**config.mk**
```make
export PLATFORM = sky130hd
export DESIGN_NAME = rtcdst_ctrl
export DESIGN_NICKNAME = d
export VERILOG_FILES = /design/src/rtl/rtcdst_pkg.sv /design/src/rtl/rtcdst_shift_match.sv /design/src/rtl/rtcdst_comp_seq.sv /design/src/rtl/rtcdst_ctrl.sv
export SDC_FILE = /design/constraint.sdc
export NUM_CORES = 1
export LEC_CHECK = 0
export BUFFER_PORTS_ARGS = -buffer_cell sky130_fd_sc_hd__buf_2
export CAP_MARGIN = 5
export CORE_MARGIN = 4
export CORE_UTILIZATION = 46
export CTS_BUF_LIST = sky130_fd_sc_hd__clkbuf_8
export DETAILED_ROUTE_END_ITERATION = 16
export GPL_ROUTABILITY_DRIVEN = 0
export GPL_TIMING_DRIVEN = 0
export MAX_ROUTING_LAYER = met4
export PLACE_DENSITY_LB_ADDON = 0.1
export SYNTH_ARGS = -nofsm -noshare
export SYNTH_HDL_FRONTEND = slang
export SYNTH_SLANG_ARGS = --single-unit
```
**constraint.sdc**
```tcl
create_clock -name clock -period 2.95 [get_ports clock]
set_clock_uncertainty 0.2 [all_clocks]
set_input_delay 0 -clock clock [delete_from_list [all_inputs] [get_ports clock]]
set_output_delay 0 -clock clock [all_outputs]
set_load 0.03 [all_outputs]
```
**src/rtl/rtcdst_pkg.sv**
```systemverilog
/*
  Shared constants and types of the temperature compensation and seasonal
  shift control block: register offsets, field positions, reset values and
  the packed carriers for calendar state and frequency trims.
  Assumes a serial front end that turns bus traffic into byte register
  accesses, and a calendar core that owns the time counters.
*/
package rtcdst_pkg;

  // Register offsets
  localparam logic [7:0] OFS_INIT_OFFSET = 8'h0B;
  localparam logic [7:0] OFS_TEMP_COEF = 8'h0C;
  localparam logic [7:0] OFS_COMP_CTRL = 8'h0D;
  localparam logic [7:0] OFS_FWD_MONTH = 8'h15;
  localparam logic [7:0] OFS_FWD_WEEKDAY = 8'h16;
  localparam logic [7:0] OFS_FWD_DATE = 8'h17;
  localparam logic [7:0] OFS_FWD_HOUR = 8'h18;
  localparam logic [7:0] OFS_REV_MONTH = 8'h19;
  localparam logic [7:0] OFS_REV_WEEKDAY = 8'h1A;
  localparam logic [7:0] OFS_REV_DATE = 8'h1B;
  localparam logic [7:0] OFS_REV_HOUR = 8'h1C;

  // Compensation control fields
  localparam int CTRL_TSE_BIT = 7;
  localparam int CTRL_BATT_LSB = 5;
  localparam int TRIM_CODE_W = 5;
  localparam logic [2:0] CTRL_TOP_RESET = 3'h0;

  // Seasonal shift fields
  localparam int MONTH_EN_BIT = 7;
  localparam logic [7:0] MONTH_MASK = 8'h1F;
  localparam logic [7:0] HOUR_MASK = 8'h3F;
  localparam int WD_SEL_BIT = 6;
  localparam int WEEK_LSB = 3;
  localparam logic [2:0] WEEK_LAST = 3'h7;
  localparam logic [7:0] SHIFT_REG_RESET = 8'h00;
  localparam logic [7:0] READ_ZERO = 8'h00;
  localparam logic [7:0] TIME_ZERO = 8'h00;

  // Correction period in seconds, the one-second step and days per week
  localparam logic [9:0] COMP_PERIOD_S = 10'h03C;
  localparam logic [9:0] SEC_ONE = 10'h001;
  localparam logic [6:0] DAYS_PER_WEEK = 7'h07;

  typedef enum logic [1:0] {
    BATT_OFF,
    BATT_X1,
    BATT_X2,
    BATT_X4
  } rtcdst_batt_mode_type;

  typedef struct packed {
    logic [7:0] month;
    logic [7:0] date;
    logic [7:0] hour;
    logic [7:0] minute;
    logic [7:0] second;
    logic [2:0] weekday;
    logic [4:0] month_days;
  } rtcdst_cal_type;

  typedef struct packed {
    logic [5:0] coarse;
    logic [7:0] fine;
  } rtcdst_trim_type;

  // BCD byte to binary, used for the calendar date in the shift matcher
  function automatic logic [6:0] rtcdst_bcd2bin(input logic [7:0] bcd);
    logic [6:0] tens;
    tens = {3'h0, bcd[7:4]};
    return 7'((tens << 3) + (tens << 1) + {3'h0, bcd[3:0]});
  endfunction : rtcdst_bcd2bin

endpackage : rtcdst_pkg

```
**src/rtl/rtcdst_shift_match.sv**
```systemverilog
/*
  Point matcher for one seasonal shift direction: compares calendar state
  against a month, week/day, date and hour set.
  Assumes calendar fields are BCD and stable for the whole clock cycle.
*/
`timescale 1ns/1ps
module rtcdst_shift_match
  import rtcdst_pkg::*;
(
  // Calendar state
  input wire rtcdst_cal_type cal,
  // Programmed point
  input wire logic [7:0] month_reg,
  input wire logic [7:0] week_day_reg,
  input wire logic [7:0] date_reg,
  input wire logic [7:0] hour_reg,
  // Result
  output logic hit
);

  logic [6:0] date_bin;
  logic [2:0] week_num;
  logic last_week;
  logic day_ok;

  // Week of month from date; last week when a further week overflows
  always_comb begin
    date_bin = rtcdst_bcd2bin(cal.date);
    week_num = 3'((date_bin - 7'h01) / DAYS_PER_WEEK + 7'h01);
    last_week = (date_bin + DAYS_PER_WEEK) > {2'h0, cal.month_days};
  end

  // Week/day or date selection, hour and month plain BCD
  always_comb begin
    if (week_day_reg[WD_SEL_BIT]) begin
      day_ok = (cal.weekday == week_day_reg[2:0]) &&
               ((week_day_reg[WEEK_LSB +: 3] == WEEK_LAST) ? last_week
                : (week_num == week_day_reg[WEEK_LSB +: 3]));
    end else begin
      day_ok = (cal.date == date_reg);
    end
    hit = day_ok && ((cal.month & MONTH_MASK) == (month_reg & MONTH_MASK)) &&
          ((cal.hour & HOUR_MASK) == (hour_reg & HOUR_MASK)) &&
          (cal.minute == TIME_ZERO) && (cal.second == TIME_ZERO);
  end

endmodule : rtcdst_shift_match

```
**src/rtl/rtcdst_comp_seq.sv**
```systemverilog
/*
  Compensation sequencer: periodic and write-started correction cycles,
  temperature conversion handshake and trim update.
  Assumes the sensor answers each request with one temp_done pulse.
*/
`timescale 1ns/1ps
module rtcdst_comp_seq
  import rtcdst_pkg::*;
(
  // Clock and reset
  input wire logic clock,
  input wire logic rst_n,
  // Control
  input wire logic temp_sense_enable,
  input wire rtcdst_batt_mode_type batt_mode,
  input wire logic vdd_ok,
  input wire logic wr_start,
  input wire logic sec_tick,
  input wire logic [7:0] temp_coefficient_trim,
  input wire logic [7:0] ito,
  input wire logic [4:0] compensation_control,
  // Sensor
  output logic conv_req,
  input wire logic temp_done,
  input wire logic [9:0] temp_code,
  // Result
  output rtcdst_trim_type trim,
  output logic busy
);

  typedef enum logic {S_IDLE, S_CONV} rtcdst_seq_type;

  rtcdst_seq_type state_ff;
  logic [9:0] sec_cnt_ff;
  logic [9:0] period;
  logic run_ok;
  logic start;
  logic conv_req_ff;
  logic [9:0] last_temp_ff;
  logic seen_ff;
  rtcdst_trim_type trim_ff;

  // Supply selects mode; on battery the field scales or stops the period
  always_comb begin
    // Main supply always gives the base period; the field only acts on battery
    if (vdd_ok) begin
      period = COMP_PERIOD_S;
    end else begin
      unique case (batt_mode)
        BATT_OFF: period = COMP_PERIOD_S;
        BATT_X1: period = COMP_PERIOD_S;
        BATT_X2: period = 10'(COMP_PERIOD_S << 1);
        BATT_X4: period = 10'(COMP_PERIOD_S << 2);
      endcase
    end
    run_ok = temp_sense_enable && (vdd_ok || (batt_mode != BATT_OFF));
    start = wr_start || (run_ok && sec_tick && (sec_cnt_ff >= period - SEC_ONE));
  end

  // Seconds since last cycle; restarts on each cycle start
  always_ff @(posedge clock or negedge rst_n) begin
    if (!rst_n) begin
      sec_cnt_ff <= 10'h000;
    end else if (start || !run_ok) begin
      sec_cnt_ff <= 10'h000;
    end else if (sec_tick) begin
      sec_cnt_ff <= sec_cnt_ff + SEC_ONE;
    end
  end

  // Conversion handshake; a start during a conversion is folded into it
  always_ff @(posedge clock or negedge rst_n) begin
    if (!rst_n) begin
      state_ff <= S_IDLE;
      conv_req_ff <= 1'b0;
    end else begin
      conv_req_ff <= 1'b0;
      unique case (state_ff)
        S_IDLE: if (start) begin
          state_ff <= S_CONV;
          conv_req_ff <= 1'b1;
        end
        S_CONV: if (temp_done) begin
          state_ff <= S_IDLE;
        end
      endcase
    end
  end

  // New trims on the first conversion and when temperature moved since the last one
  always_ff @(posedge clock or negedge rst_n) begin
    if (!rst_n) begin
      last_temp_ff <= 10'h000;
      seen_ff <= 1'b0;
      trim_ff <= '0;
    end else if (state_ff == S_CONV && temp_done && (!seen_ff || temp_code != last_temp_ff)) begin
      last_temp_ff <= temp_code;
      seen_ff <= 1'b1;
      trim_ff.coarse <= ito[5:0];
      trim_ff.fine <= 8'(temp_coefficient_trim ^ temp_code[9:2]) + {3'h0, compensation_control};
    end
  end

  assign conv_req = conv_req_ff;
  assign trim = trim_ff;
  assign busy = (state_ff == S_CONV);

  chk_period_start: assert property (@(posedge clock) disable iff (!rst_n)
    (run_ok && vdd_ok && sec_tick && sec_cnt_ff == COMP_PERIOD_S - SEC_ONE && state_ff == S_IDLE)
      |=> conv_req)
    else $error("periodic correction cycle missed");

  chk_write_start: assert property (@(posedge clock) disable iff (!rst_n)
    (wr_start && state_ff == S_IDLE) |=> (conv_req && busy))
    else $error("control write did not start a cycle");

endmodule : rtcdst_comp_seq

```
**src/rtl/rtcdst_ctrl.sv**
```systemverilog
/*
  Top of the temperature compensation and seasonal shift control block:
  byte register file, factory trims, compensation sequencer and shift
  adjustment with its done flag.
  Assumes a serial front end on the same clock drives reg_wr/reg_rd for
  one cycle per byte, and a calendar core that applies hour steps.
*/
`timescale 1ns/1ps
module rtcdst_ctrl
  import rtcdst_pkg::*;
#(
  parameter logic [7:0] FACTORY_INIT_OFFSET = 8'h00,
  parameter logic [7:0] FACTORY_TEMP_COEF = 8'h00,
  parameter logic [4:0] FACTORY_TRIM_CODE = 5'h00
) (
  // Clock and reset
  input wire logic clock,
  input wire logic rst_n,
  // Register port from the serial front end
  input wire logic reg_wr,
  input wire logic reg_rd,
  input wire logic [7:0] reg_addr,
  input wire logic [7:0] reg_wdata,
  output logic [7:0] reg_rdata,
  // Calendar core
  input wire logic sec_tick,
  input wire rtcdst_cal_type cal,
  output logic hour_advance,
  output logic hour_retard,
  // Supply status pin
  input wire logic vdd_present,
  // Temperature sensor
  output logic temp_conv_req,
  input wire logic temp_done,
  input wire logic [9:0] temp_code,
  // Oscillator correction and status
  output rtcdst_trim_type freq_trim,
  output logic comp_busy,
  output logic seasonal_shift_done
);

  logic vdd_meta_ff;
  logic vdd_sync_ff;
  logic [7:0] init_offset_trim_ff;
  logic [7:0] temp_coefficient_trim_ff;
  logic [4:0] oscillator_trim_code_ff;
  logic [2:0] ctrl_top_ff;
  logic [7:0] forward_month_enable_ff;
  logic [7:0] forward_week_day_ff;
  logic [7:0] forward_date_ff;
  logic [7:0] forward_hour_ff;
  logic [7:0] reverse_month_ff;
  logic [7:0] reverse_week_day_ff;
  logic [7:0] reverse_date_ff;
  logic [7:0] reverse_hour_ff;
  logic [7:0] reg_rdata_ff;
  logic [7:0] nxt_rdata;
  logic seasonal_shift_done_ff;
  logic hour_advance_ff;
  logic hour_retard_ff;
  logic fwd_hit;
  logic rev_hit;
  logic shift_en;
  logic ctrl_wr;
  logic do_forward;
  logic do_reverse;
  logic en_clear;

  // Supply pin crosses in from the analog monitor
  always_ff @(posedge clock or negedge rst_n) begin
    if (!rst_n) begin
      vdd_meta_ff <= 1'b0;
      vdd_sync_ff <= 1'b0;
    end else begin
      vdd_meta_ff <= vdd_present;
      vdd_sync_ff <= vdd_meta_ff;
    end
  end

  // Factory trims recalled at power-up; no write path reaches them
  always_ff @(posedge clock or negedge rst_n) begin
    if (!rst_n) begin
      init_offset_trim_ff <= FACTORY_INIT_OFFSET;
      temp_coefficient_trim_ff <= FACTORY_TEMP_COEF;
      oscillator_trim_code_ff <= FACTORY_TRIM_CODE;
    end else begin
      init_offset_trim_ff <= init_offset_trim_ff;
      temp_coefficient_trim_ff <= temp_coefficient_trim_ff;
      oscillator_trim_code_ff <= oscillator_trim_code_ff;
    end
  end

  assign ctrl_wr = reg_wr && (reg_addr == OFS_COMP_CTRL);

  // Only enable and battery-mode bits of the control byte take a write
  always_ff @(posedge clock or negedge rst_n) begin
    if (!rst_n) begin
      ctrl_top_ff <= CTRL_TOP_RESET;
    end else if (ctrl_wr) begin
      ctrl_top_ff <= reg_wdata[7:TRIM_CODE_W];
    end
  end

  // Shift point registers, stored as written
  always_ff @(posedge clock or negedge rst_n) begin
    if (!rst_n) begin
      forward_month_enable_ff <= SHIFT_REG_RESET;
      forward_week_day_ff <= SHIFT_REG_RESET;
      forward_date_ff <= SHIFT_REG_RESET;
      forward_hour_ff <= SHIFT_REG_RESET;
      reverse_month_ff <= SHIFT_REG_RESET;
      reverse_week_day_ff <= SHIFT_REG_RESET;
      reverse_date_ff <= SHIFT_REG_RESET;
      reverse_hour_ff <= SHIFT_REG_RESET;
    end else if (reg_wr) begin
      unique case (reg_addr)
        OFS_FWD_MONTH: forward_month_enable_ff <= reg_wdata;
        OFS_FWD_WEEKDAY: forward_week_day_ff <= reg_wdata;
        OFS_FWD_DATE: forward_date_ff <= reg_wdata;
        OFS_FWD_HOUR: forward_hour_ff <= reg_wdata;
        OFS_REV_MONTH: reverse_month_ff <= reg_wdata;
        OFS_REV_WEEKDAY: reverse_week_day_ff <= reg_wdata;
        OFS_REV_DATE: reverse_date_ff <= reg_wdata;
        OFS_REV_HOUR: reverse_hour_ff <= reg_wdata;
        default: ;
      endcase
    end
  end

  // Read mux; the control byte shows the locked trim code in its low bits
  always_comb begin
    unique case (reg_addr)
      OFS_INIT_OFFSET: nxt_rdata = init_offset_trim_ff;
      OFS_TEMP_COEF: nxt_rdata = temp_coefficient_trim_ff;
      OFS_COMP_CTRL: nxt_rdata = {ctrl_top_ff, oscillator_trim_code_ff};
      OFS_FWD_MONTH: nxt_rdata = forward_month_enable_ff;
      OFS_FWD_WEEKDAY: nxt_rdata = forward_week_day_ff;
      OFS_FWD_DATE: nxt_rdata = forward_date_ff;
      OFS_FWD_HOUR: nxt_rdata = forward_hour_ff;
      OFS_REV_MONTH: nxt_rdata = reverse_month_ff;
      OFS_REV_WEEKDAY: nxt_rdata = reverse_week_day_ff;
      OFS_REV_DATE: nxt_rdata = reverse_date_ff;
      OFS_REV_HOUR: nxt_rdata = reverse_hour_ff;
      default: nxt_rdata = READ_ZERO;
    endcase
  end

  // Read data held until the next read strobe
  always_ff @(posedge clock or negedge rst_n) begin
    if (!rst_n) begin
      reg_rdata_ff <= READ_ZERO;
    end else if (reg_rd) begin
      reg_rdata_ff <= nxt_rdata;
    end
  end

  assign reg_rdata = reg_rdata_ff;

  rtcdst_comp_seq u_comp_seq (
    .clock(clock),
    .rst_n(rst_n),
    .temp_sense_enable(ctrl_top_ff[CTRL_TSE_BIT - TRIM_CODE_W]),
    .batt_mode(rtcdst_batt_mode_type'(ctrl_top_ff[CTRL_BATT_LSB - TRIM_CODE_W +: 2])),
    .vdd_ok(vdd_sync_ff),
    .wr_start(ctrl_wr && reg_wdata[CTRL_TSE_BIT]),
    .sec_tick(sec_tick),
    .temp_coefficient_trim(temp_coefficient_trim_ff),
    .ito(init_offset_trim_ff),
    .compensation_control(oscillator_trim_code_ff),
    .conv_req(temp_conv_req),
    .temp_done(temp_done),
    .temp_code(temp_code),
    .trim(freq_trim),
    .busy(comp_busy)
  );

  rtcdst_shift_match u_fwd_match (
    .cal(cal),
    .month_reg(forward_month_enable_ff),
    .week_day_reg(forward_week_day_ff),
    .date_reg(forward_date_ff),
    .hour_reg(forward_hour_ff),
    .hit(fwd_hit)
  );

  rtcdst_shift_match u_rev_match (
    .cal(cal),
    .month_reg(reverse_month_ff),
    .week_day_reg(reverse_week_day_ff),
    .date_reg(reverse_date_ff),
    .hour_reg(reverse_hour_ff),
    .hit(rev_hit)
  );

  // The done flag gates direction: after a set back the repeated hour
  // cannot match the reverse point a second time
  always_comb begin
    shift_en = forward_month_enable_ff[MONTH_EN_BIT];
    do_forward = shift_en && sec_tick && fwd_hit && !seasonal_shift_done_ff;
    do_reverse = shift_en && sec_tick && rev_hit && seasonal_shift_done_ff;
    en_clear = reg_wr && (reg_addr == OFS_FWD_MONTH) && !reg_wdata[MONTH_EN_BIT];
  end

  // Done flag; a forward shift in the same cycle as a disable still sets it
  always_ff @(posedge clock or negedge rst_n) begin
    if (!rst_n) begin
      seasonal_shift_done_ff <= 1'b0;
    end else if (do_forward) begin
      seasonal_shift_done_ff <= 1'b1;
    end else if (do_reverse || en_clear) begin
      seasonal_shift_done_ff <= 1'b0;
    end
  end

  // One-cycle hour step requests to the calendar core
  always_ff @(posedge clock or negedge rst_n) begin
    if (!rst_n) begin
      hour_advance_ff <= 1'b0;
      hour_retard_ff <= 1'b0;
    end else begin
      hour_advance_ff <= do_forward;
      hour_retard_ff <= do_reverse;
    end
  end

  assign hour_advance = hour_advance_ff;
  assign hour_retard = hour_retard_ff;
  assign seasonal_shift_done = seasonal_shift_done_ff;

  chk_trim_locked: assert property (@(posedge clock) disable iff (!rst_n)
    ctrl_wr |=> (oscillator_trim_code_ff == $past(oscillator_trim_code_ff)))
    else $error("trim code changed by a write");

  chk_ro_trims: assert property (@(posedge clock) disable iff (!rst_n)
    (reg_wr && (reg_addr == OFS_INIT_OFFSET || reg_addr == OFS_TEMP_COEF))
      |=> $stable(init_offset_trim_ff) && $stable(temp_coefficient_trim_ff))
    else $error("read-only trim register changed");

  chk_ctrl_read: assert property (@(posedge clock) disable iff (!rst_n)
    (reg_rd && reg_addr == OFS_COMP_CTRL && !reg_wr)
      |=> (reg_rdata[TRIM_CODE_W-1:0] == FACTORY_TRIM_CODE))
    else $error("control read lost the trim code");

  chk_tse_store: assert property (@(posedge clock) disable iff (!rst_n)
    ctrl_wr |=> (ctrl_top_ff == $past(reg_wdata[7:TRIM_CODE_W])))
    else $error("enable bits not stored");

  chk_done_set: assert property (@(posedge clock) disable iff (!rst_n)
    hour_advance |-> seasonal_shift_done && !hour_retard)
    else $error("forward shift without done flag");

  chk_done_clear: assert property (@(posedge clock) disable iff (!rst_n)
    (hour_retard || $past(en_clear && !do_forward)) |-> !seasonal_shift_done)
    else $error("done flag not cleared");

  chk_shift_gated: assert property (@(posedge clock) disable iff (!rst_n)
    (hour_advance || hour_retard) |-> $past(shift_en && sec_tick))
    else $error("shift without enable");

  // Factory bytes read back unchanged; no write path reaches them
  chk_offset_read: assert property (@(posedge clock) disable iff (!rst_n)
    (reg_rd && reg_addr == OFS_INIT_OFFSET) |=> (reg_rdata == FACTORY_INIT_OFFSET))
    else $error("offset trim read wrong");

  chk_coef_read: assert property (@(posedge clock) disable iff (!rst_n)
    (reg_rd && reg_addr == OFS_TEMP_COEF) |=> (reg_rdata == FACTORY_TEMP_COEF))
    else $error("coefficient trim read wrong");

  // Shift point bytes keep all eight bits, enable and select bits included
  chk_fwd_stored: assert property (@(posedge clock) disable iff (!rst_n)
    (reg_wr && reg_addr == OFS_FWD_MONTH) |=> (forward_month_enable_ff == $past(reg_wdata)))
    else $error("forward month byte not stored");

  chk_select_stored: assert property (@(posedge clock) disable iff (!rst_n)
    (reg_wr && reg_addr == OFS_FWD_WEEKDAY) |=> (forward_week_day_ff == $past(reg_wdata)))
    else $error("forward week and day byte not stored");

  // Direction follows the flag: forward only from clear, reverse only from set
  chk_fwd_from_clear: assert property (@(posedge clock) disable iff (!rst_n)
    hour_advance |-> !$past(seasonal_shift_done))
    else $error("forward shift while flag already set");

  chk_rev_from_set: assert property (@(posedge clock) disable iff (!rst_n)
    hour_retard |-> $past(seasonal_shift_done))
    else $error("reverse shift while flag clear");

  // No step while disabled; no advance in the cycle right after an advance
  chk_no_shift_off: assert property (@(posedge clock) disable iff (!rst_n)
    !shift_en |=> (!hour_advance && !hour_retard))
    else $error("hour step while shifts disabled");

  chk_single_step: assert property (@(posedge clock) disable iff (!rst_n)
    hour_advance |=> !hour_advance)
    else $error("hour advanced twice in a row");

  // Trims move only at the end of a conversion that was asked for
  chk_req_busy: assert property (@(posedge clock) disable iff (!rst_n)
    temp_conv_req |-> comp_busy)
    else $error("conversion request while sequencer idle");

  chk_trim_idle: assert property (@(posedge clock) disable iff (!rst_n)
    !comp_busy |=> $stable(freq_trim))
    else $error("trim changed outside a conversion");

endmodule : rtcdst_ctrl

```
==> impl_metrics.json <==
{
  "hold_path_depth": 6,
  "antenna_violations_before_repair": 0,
  "rr_startpoint": "ctrl_top_ff[1]$_DFFE_PN0P_",
  "critical_path.endpoint": "hour_retard$_DFF_PN0_",
  "grt_usage": 0.242,
  "path_class": "in -> reg",
  "detailedPlace.worstSlack_ns": -2.59,
  "die_w_um": 128,
  "report.final.hold_viol_count": 0,
  "numCtsBuffers": 9,
  "die_ar_um2": 16400,
  "switching_share": 0.351,
  "holdCritPathClass": "in -> reg",
  "htreeDepth": 3,
  "core-area_um2": 14000,
  "leakage_nw": 3.98,
  "number_of_global_route_vias_before_repair": 5839,
  "ys_dominant_reg_cell": "dfrtp_1",
  "via_count": 5741,
  "area_growth_syn_to_layout_pct": 29.4,
  "r2r.worst_path.cells": 13,
  "timing.critical_path.required_ns": 3.04,
  "setup-violations-final": 3,
  "number_of_maximum_capacitance_constraint_violations": 0,
  "outcome": "finished with violations",
  "final.setup.worst_slack_ns": -1.83,
  "detailedPlacementHpwl_um": 13600,
  "synth_cell_type_count": 70,
  "cts.root.buffer_cell": "clkbuf_8",
  "ys_seq_elements": 103,
  "cts_sinks": 103,
  "cts.clk_slew.worst_paths_ns": 0.09,
  "synth_area_per_cell_um2": 10.5,
  "r2r-end": "u_comp_seq.sec_cnt_ff[0]$_DFFE_PN0P_",
  "worstPathArrival_ns": 4.88,
  "clock_tree.buffer_depth": 2,
  "detailedRoute.firstPassIterationCount": 5,
  "rsz0062_at_grt": "yes",
  "final_max_slew_viol_count": 0,
  "yosysTopAreaCellShare": 0.388,
  "endpoint_kind": "flop",
  "timing.critical_path.from_type": "input pin",
  "pwr_per_cell_area_nw_per_um2": 513,
  "synth.cell_area_um2": 6640,
  "grt_pass1_wl_um": 30600,
  "clkLatencyLatePin_ns": 0.39,
  "setup_slack_of_the_most_critical_reg_to_reg_path_ns": 0.32,
  "floorplan.rows": 43,
  "finalCriticalPeriod_ns": 4.78,
  "drc": 0,
  "die_height_um": 128,
  "cts_tree": "done",
  "startpoint": "cal[38]",
  "crit_path_max_incr_delay_ns": 0.55,
  "final_core_util": 0.614,
  "cpMostUsedCell": "a21oi_2",
  "buffer_ports.inserted": 90,
  "synth_top_cells_by_count": "dfrtp_1 (103), mux2_2 (88), xor2_1 (39), nor2_1 (37), xnor2_1 (33)",
  "ant_nets": 0,
  "intPower_w": 0.00286,
  "fmax_mhz": 209,
  "maximum_number_of_pins_on_one_net_before_global_route_repair": 61,
  "violations": "negative setup slack",
  "sequentialPowerShare": 0.363,
  "gr-total-overflow": 0,
  "critical_path_fanout_max": 6,
  "synth_area_leaders": "dfrtp_1 (39%), mux2_2 (15%), xor2_1 (5.1%)",
  "relSlewSlack": 0.323,
  "floorplan.initialDensity": 0.475,
  "comb_power_share": 0.431,
  "totalPowerFinal_w": 0.00441,
  "share_of_post_route_cells_with_drive_strength_above_1": 0.363,
  "yosys_warnings": 0,
  "net-switching-power_w": 0.00155,
  "synthCells": 632,
  "post_synth_edffs": 0,
  "n_antenna_cell": 0,
  "wl_per_cell_um": 18.9,
  "drt_wl_total_um": 18800,
  "power.share.clock": 0.206,
  "ir_drop_uv": 450,
  "timing.critical_path.slowest_stage_cell": "fa_1",
  "synth.yosys.seq_area_share": 0.388,
  "timing_worst_slew_pin_value_ns": 1.01,
  "yosys.cell_count.top_type": "dfrtp_1",
  "nets": 916,
  "timing.hold.worst.start": "cal[35]",
  "number_of_primary_i_o_pins": 108,
  "nFillCells": 1211,
  "finalCritPeriodShare": 1.62,
  "netlist.top_cell.by_area": "dfrtp_1",
  "route.detailed.vias_per_inst": 5.77,
  "drt_first_iter_violations": 261,
  "synth-async-reset-ratio": 1.00
}
[cell type report]
cell class,count,area [µm²],area share
sequential,103,2580,0.300
inverter,19,78.8,0.00917
multi-input combinational,482,4110,0.478
buffer,32,195,0.0227
clock inverter,7,73.8,0.00859
clock buffer,9,124,0.0144
tap,180,225,0.0262
timing repair buffer,163,1210,0.141
[power groups by stage]
stage	clock, W	sequential, W	combinational, W
finish	0.000908	0.00160	0.00190
global placement	0	0.00162	0.00145
detailed placement	0	0.00163	0.00149
global route	0.000996	0.00161	0.00205
floorplan	0	0.00162	0.00115
CTS	0.000931	0.00160	0.00179
[critical path: cells and delay by family]
| kind | cells | cell delay [ns] |
|---|---|---|
| fa+ha+maj | 4 | 1.40 |
| xor+xnor | 2 | 0.41 |
| buf+inv | 5 | 0.36 |
| simple gates | 5 | 0.86 |
| compound gates | 11 | 1.84 |
[cells by family after synthesis]
family / after synthesis / synth area share
fa+ha+maj: 28 / 0.0541
flops: 103 / 0.388
buf+inv: 52 / 0.0403
compound gates: 106 / 0.119
xor+xnor: 73 / 0.0974
mux: 92 / 0.155
simple gates: 177 / 0.146
other cells: 1 / 0.000565
[placed cells by master (no fill, tap or decap), drive strengths merged, types with 6 or more instances in the layout]
cell type / instances
a21o: 6
a21oi: 24
a22oi: 12
a31oi: 9
and3: 9
buf: 135
clkbuf: 21
conb: 6
dfrtp: 103
dlygate4sd3: 48
ha: 23
inv: 20
mux2: 88
nand2: 32
nand3: 21
nand4: 17
nor2: 39
nor2b: 6
nor3: 13
nor4: 17
o21ai: 9
o22ai: 7
xnor2: 34
xor2: 39
[per-stage QoR]
stage | hold WS [ns] | instances | cell area [µm²] | TNS, ns
floorplan | -0.496 | 637 | 6780 | -5.19
global route | 0.0149 | 995 | 8590 | -5.85
detailed placement | -0.151 | 910 | 7500 | -8.10
finish | 0.00577 | 995 | 8590 | -5.24
global placement | -0.0884 | 907 | 7450 | -14.13
CTS | 0.00598 | 987 | 8460 | -5.38
[layer usage]
| layer | part of all wire | wire (µm) | global-route usage |
|---|---|---|---|
| met1 | 0.45 | 8410 | 0.318 |
| met3 | 0.045 | 846 | 0.0425 |
| met2 | 0.49 | 9220 | 0.394 |
| met5 | 0 | 0 | - |
| met4 | 0.018 | 347 | 0.0524 |
[timing repair]
action,4_1_cts,5_1_grt
pin swaps,21,21
hold buffers,49,0
setup endpoints to repair,3,27
setup buffers,12,9
resized for setup,29,12
endpoints found under the hold margin,189,0
[worst min-delay path by stage]
stage	slack [ns]	to
after floorplan	-0.50	ctrl_top_ff[0]$_DFFE_PN0P_
after global placement	-0.09	vdd_meta_ff$_DFF_PN0_
after detailed placement	-0.15	seasonal_shift_done$_DFFE_PN0P_
after CTS	0.006	hour_retard$_DFF_PN0_
after global routing	0.01	hour_retard$_DFF_PN0_
final	0.006	hour_retard$_DFF_PN0_
[registers in the layout, summed over array words and instances, names as in the netlist, 2 cells and up]
| signal | flops |
|---|---|
| ctrl_top_ff | 3 |
| forward_date_ff | 8 |
| forward_hour_ff | 8 |
| forward_month_enable_ff | 8 |
| forward_week_day_ff | 8 |
| reg_rdata | 8 |
| reverse_date_ff | 8 |
| reverse_hour_ff | 8 |
| reverse_month_ff | 8 |
| reverse_week_day_ff | 8 |
| u_comp_seq.last_temp_ff | 2 |
| u_comp_seq.sec_cnt_ff | 10 |
| u_comp_seq.trim | 8 |
No activity file was read; power rests on OpenSTA's default activity.
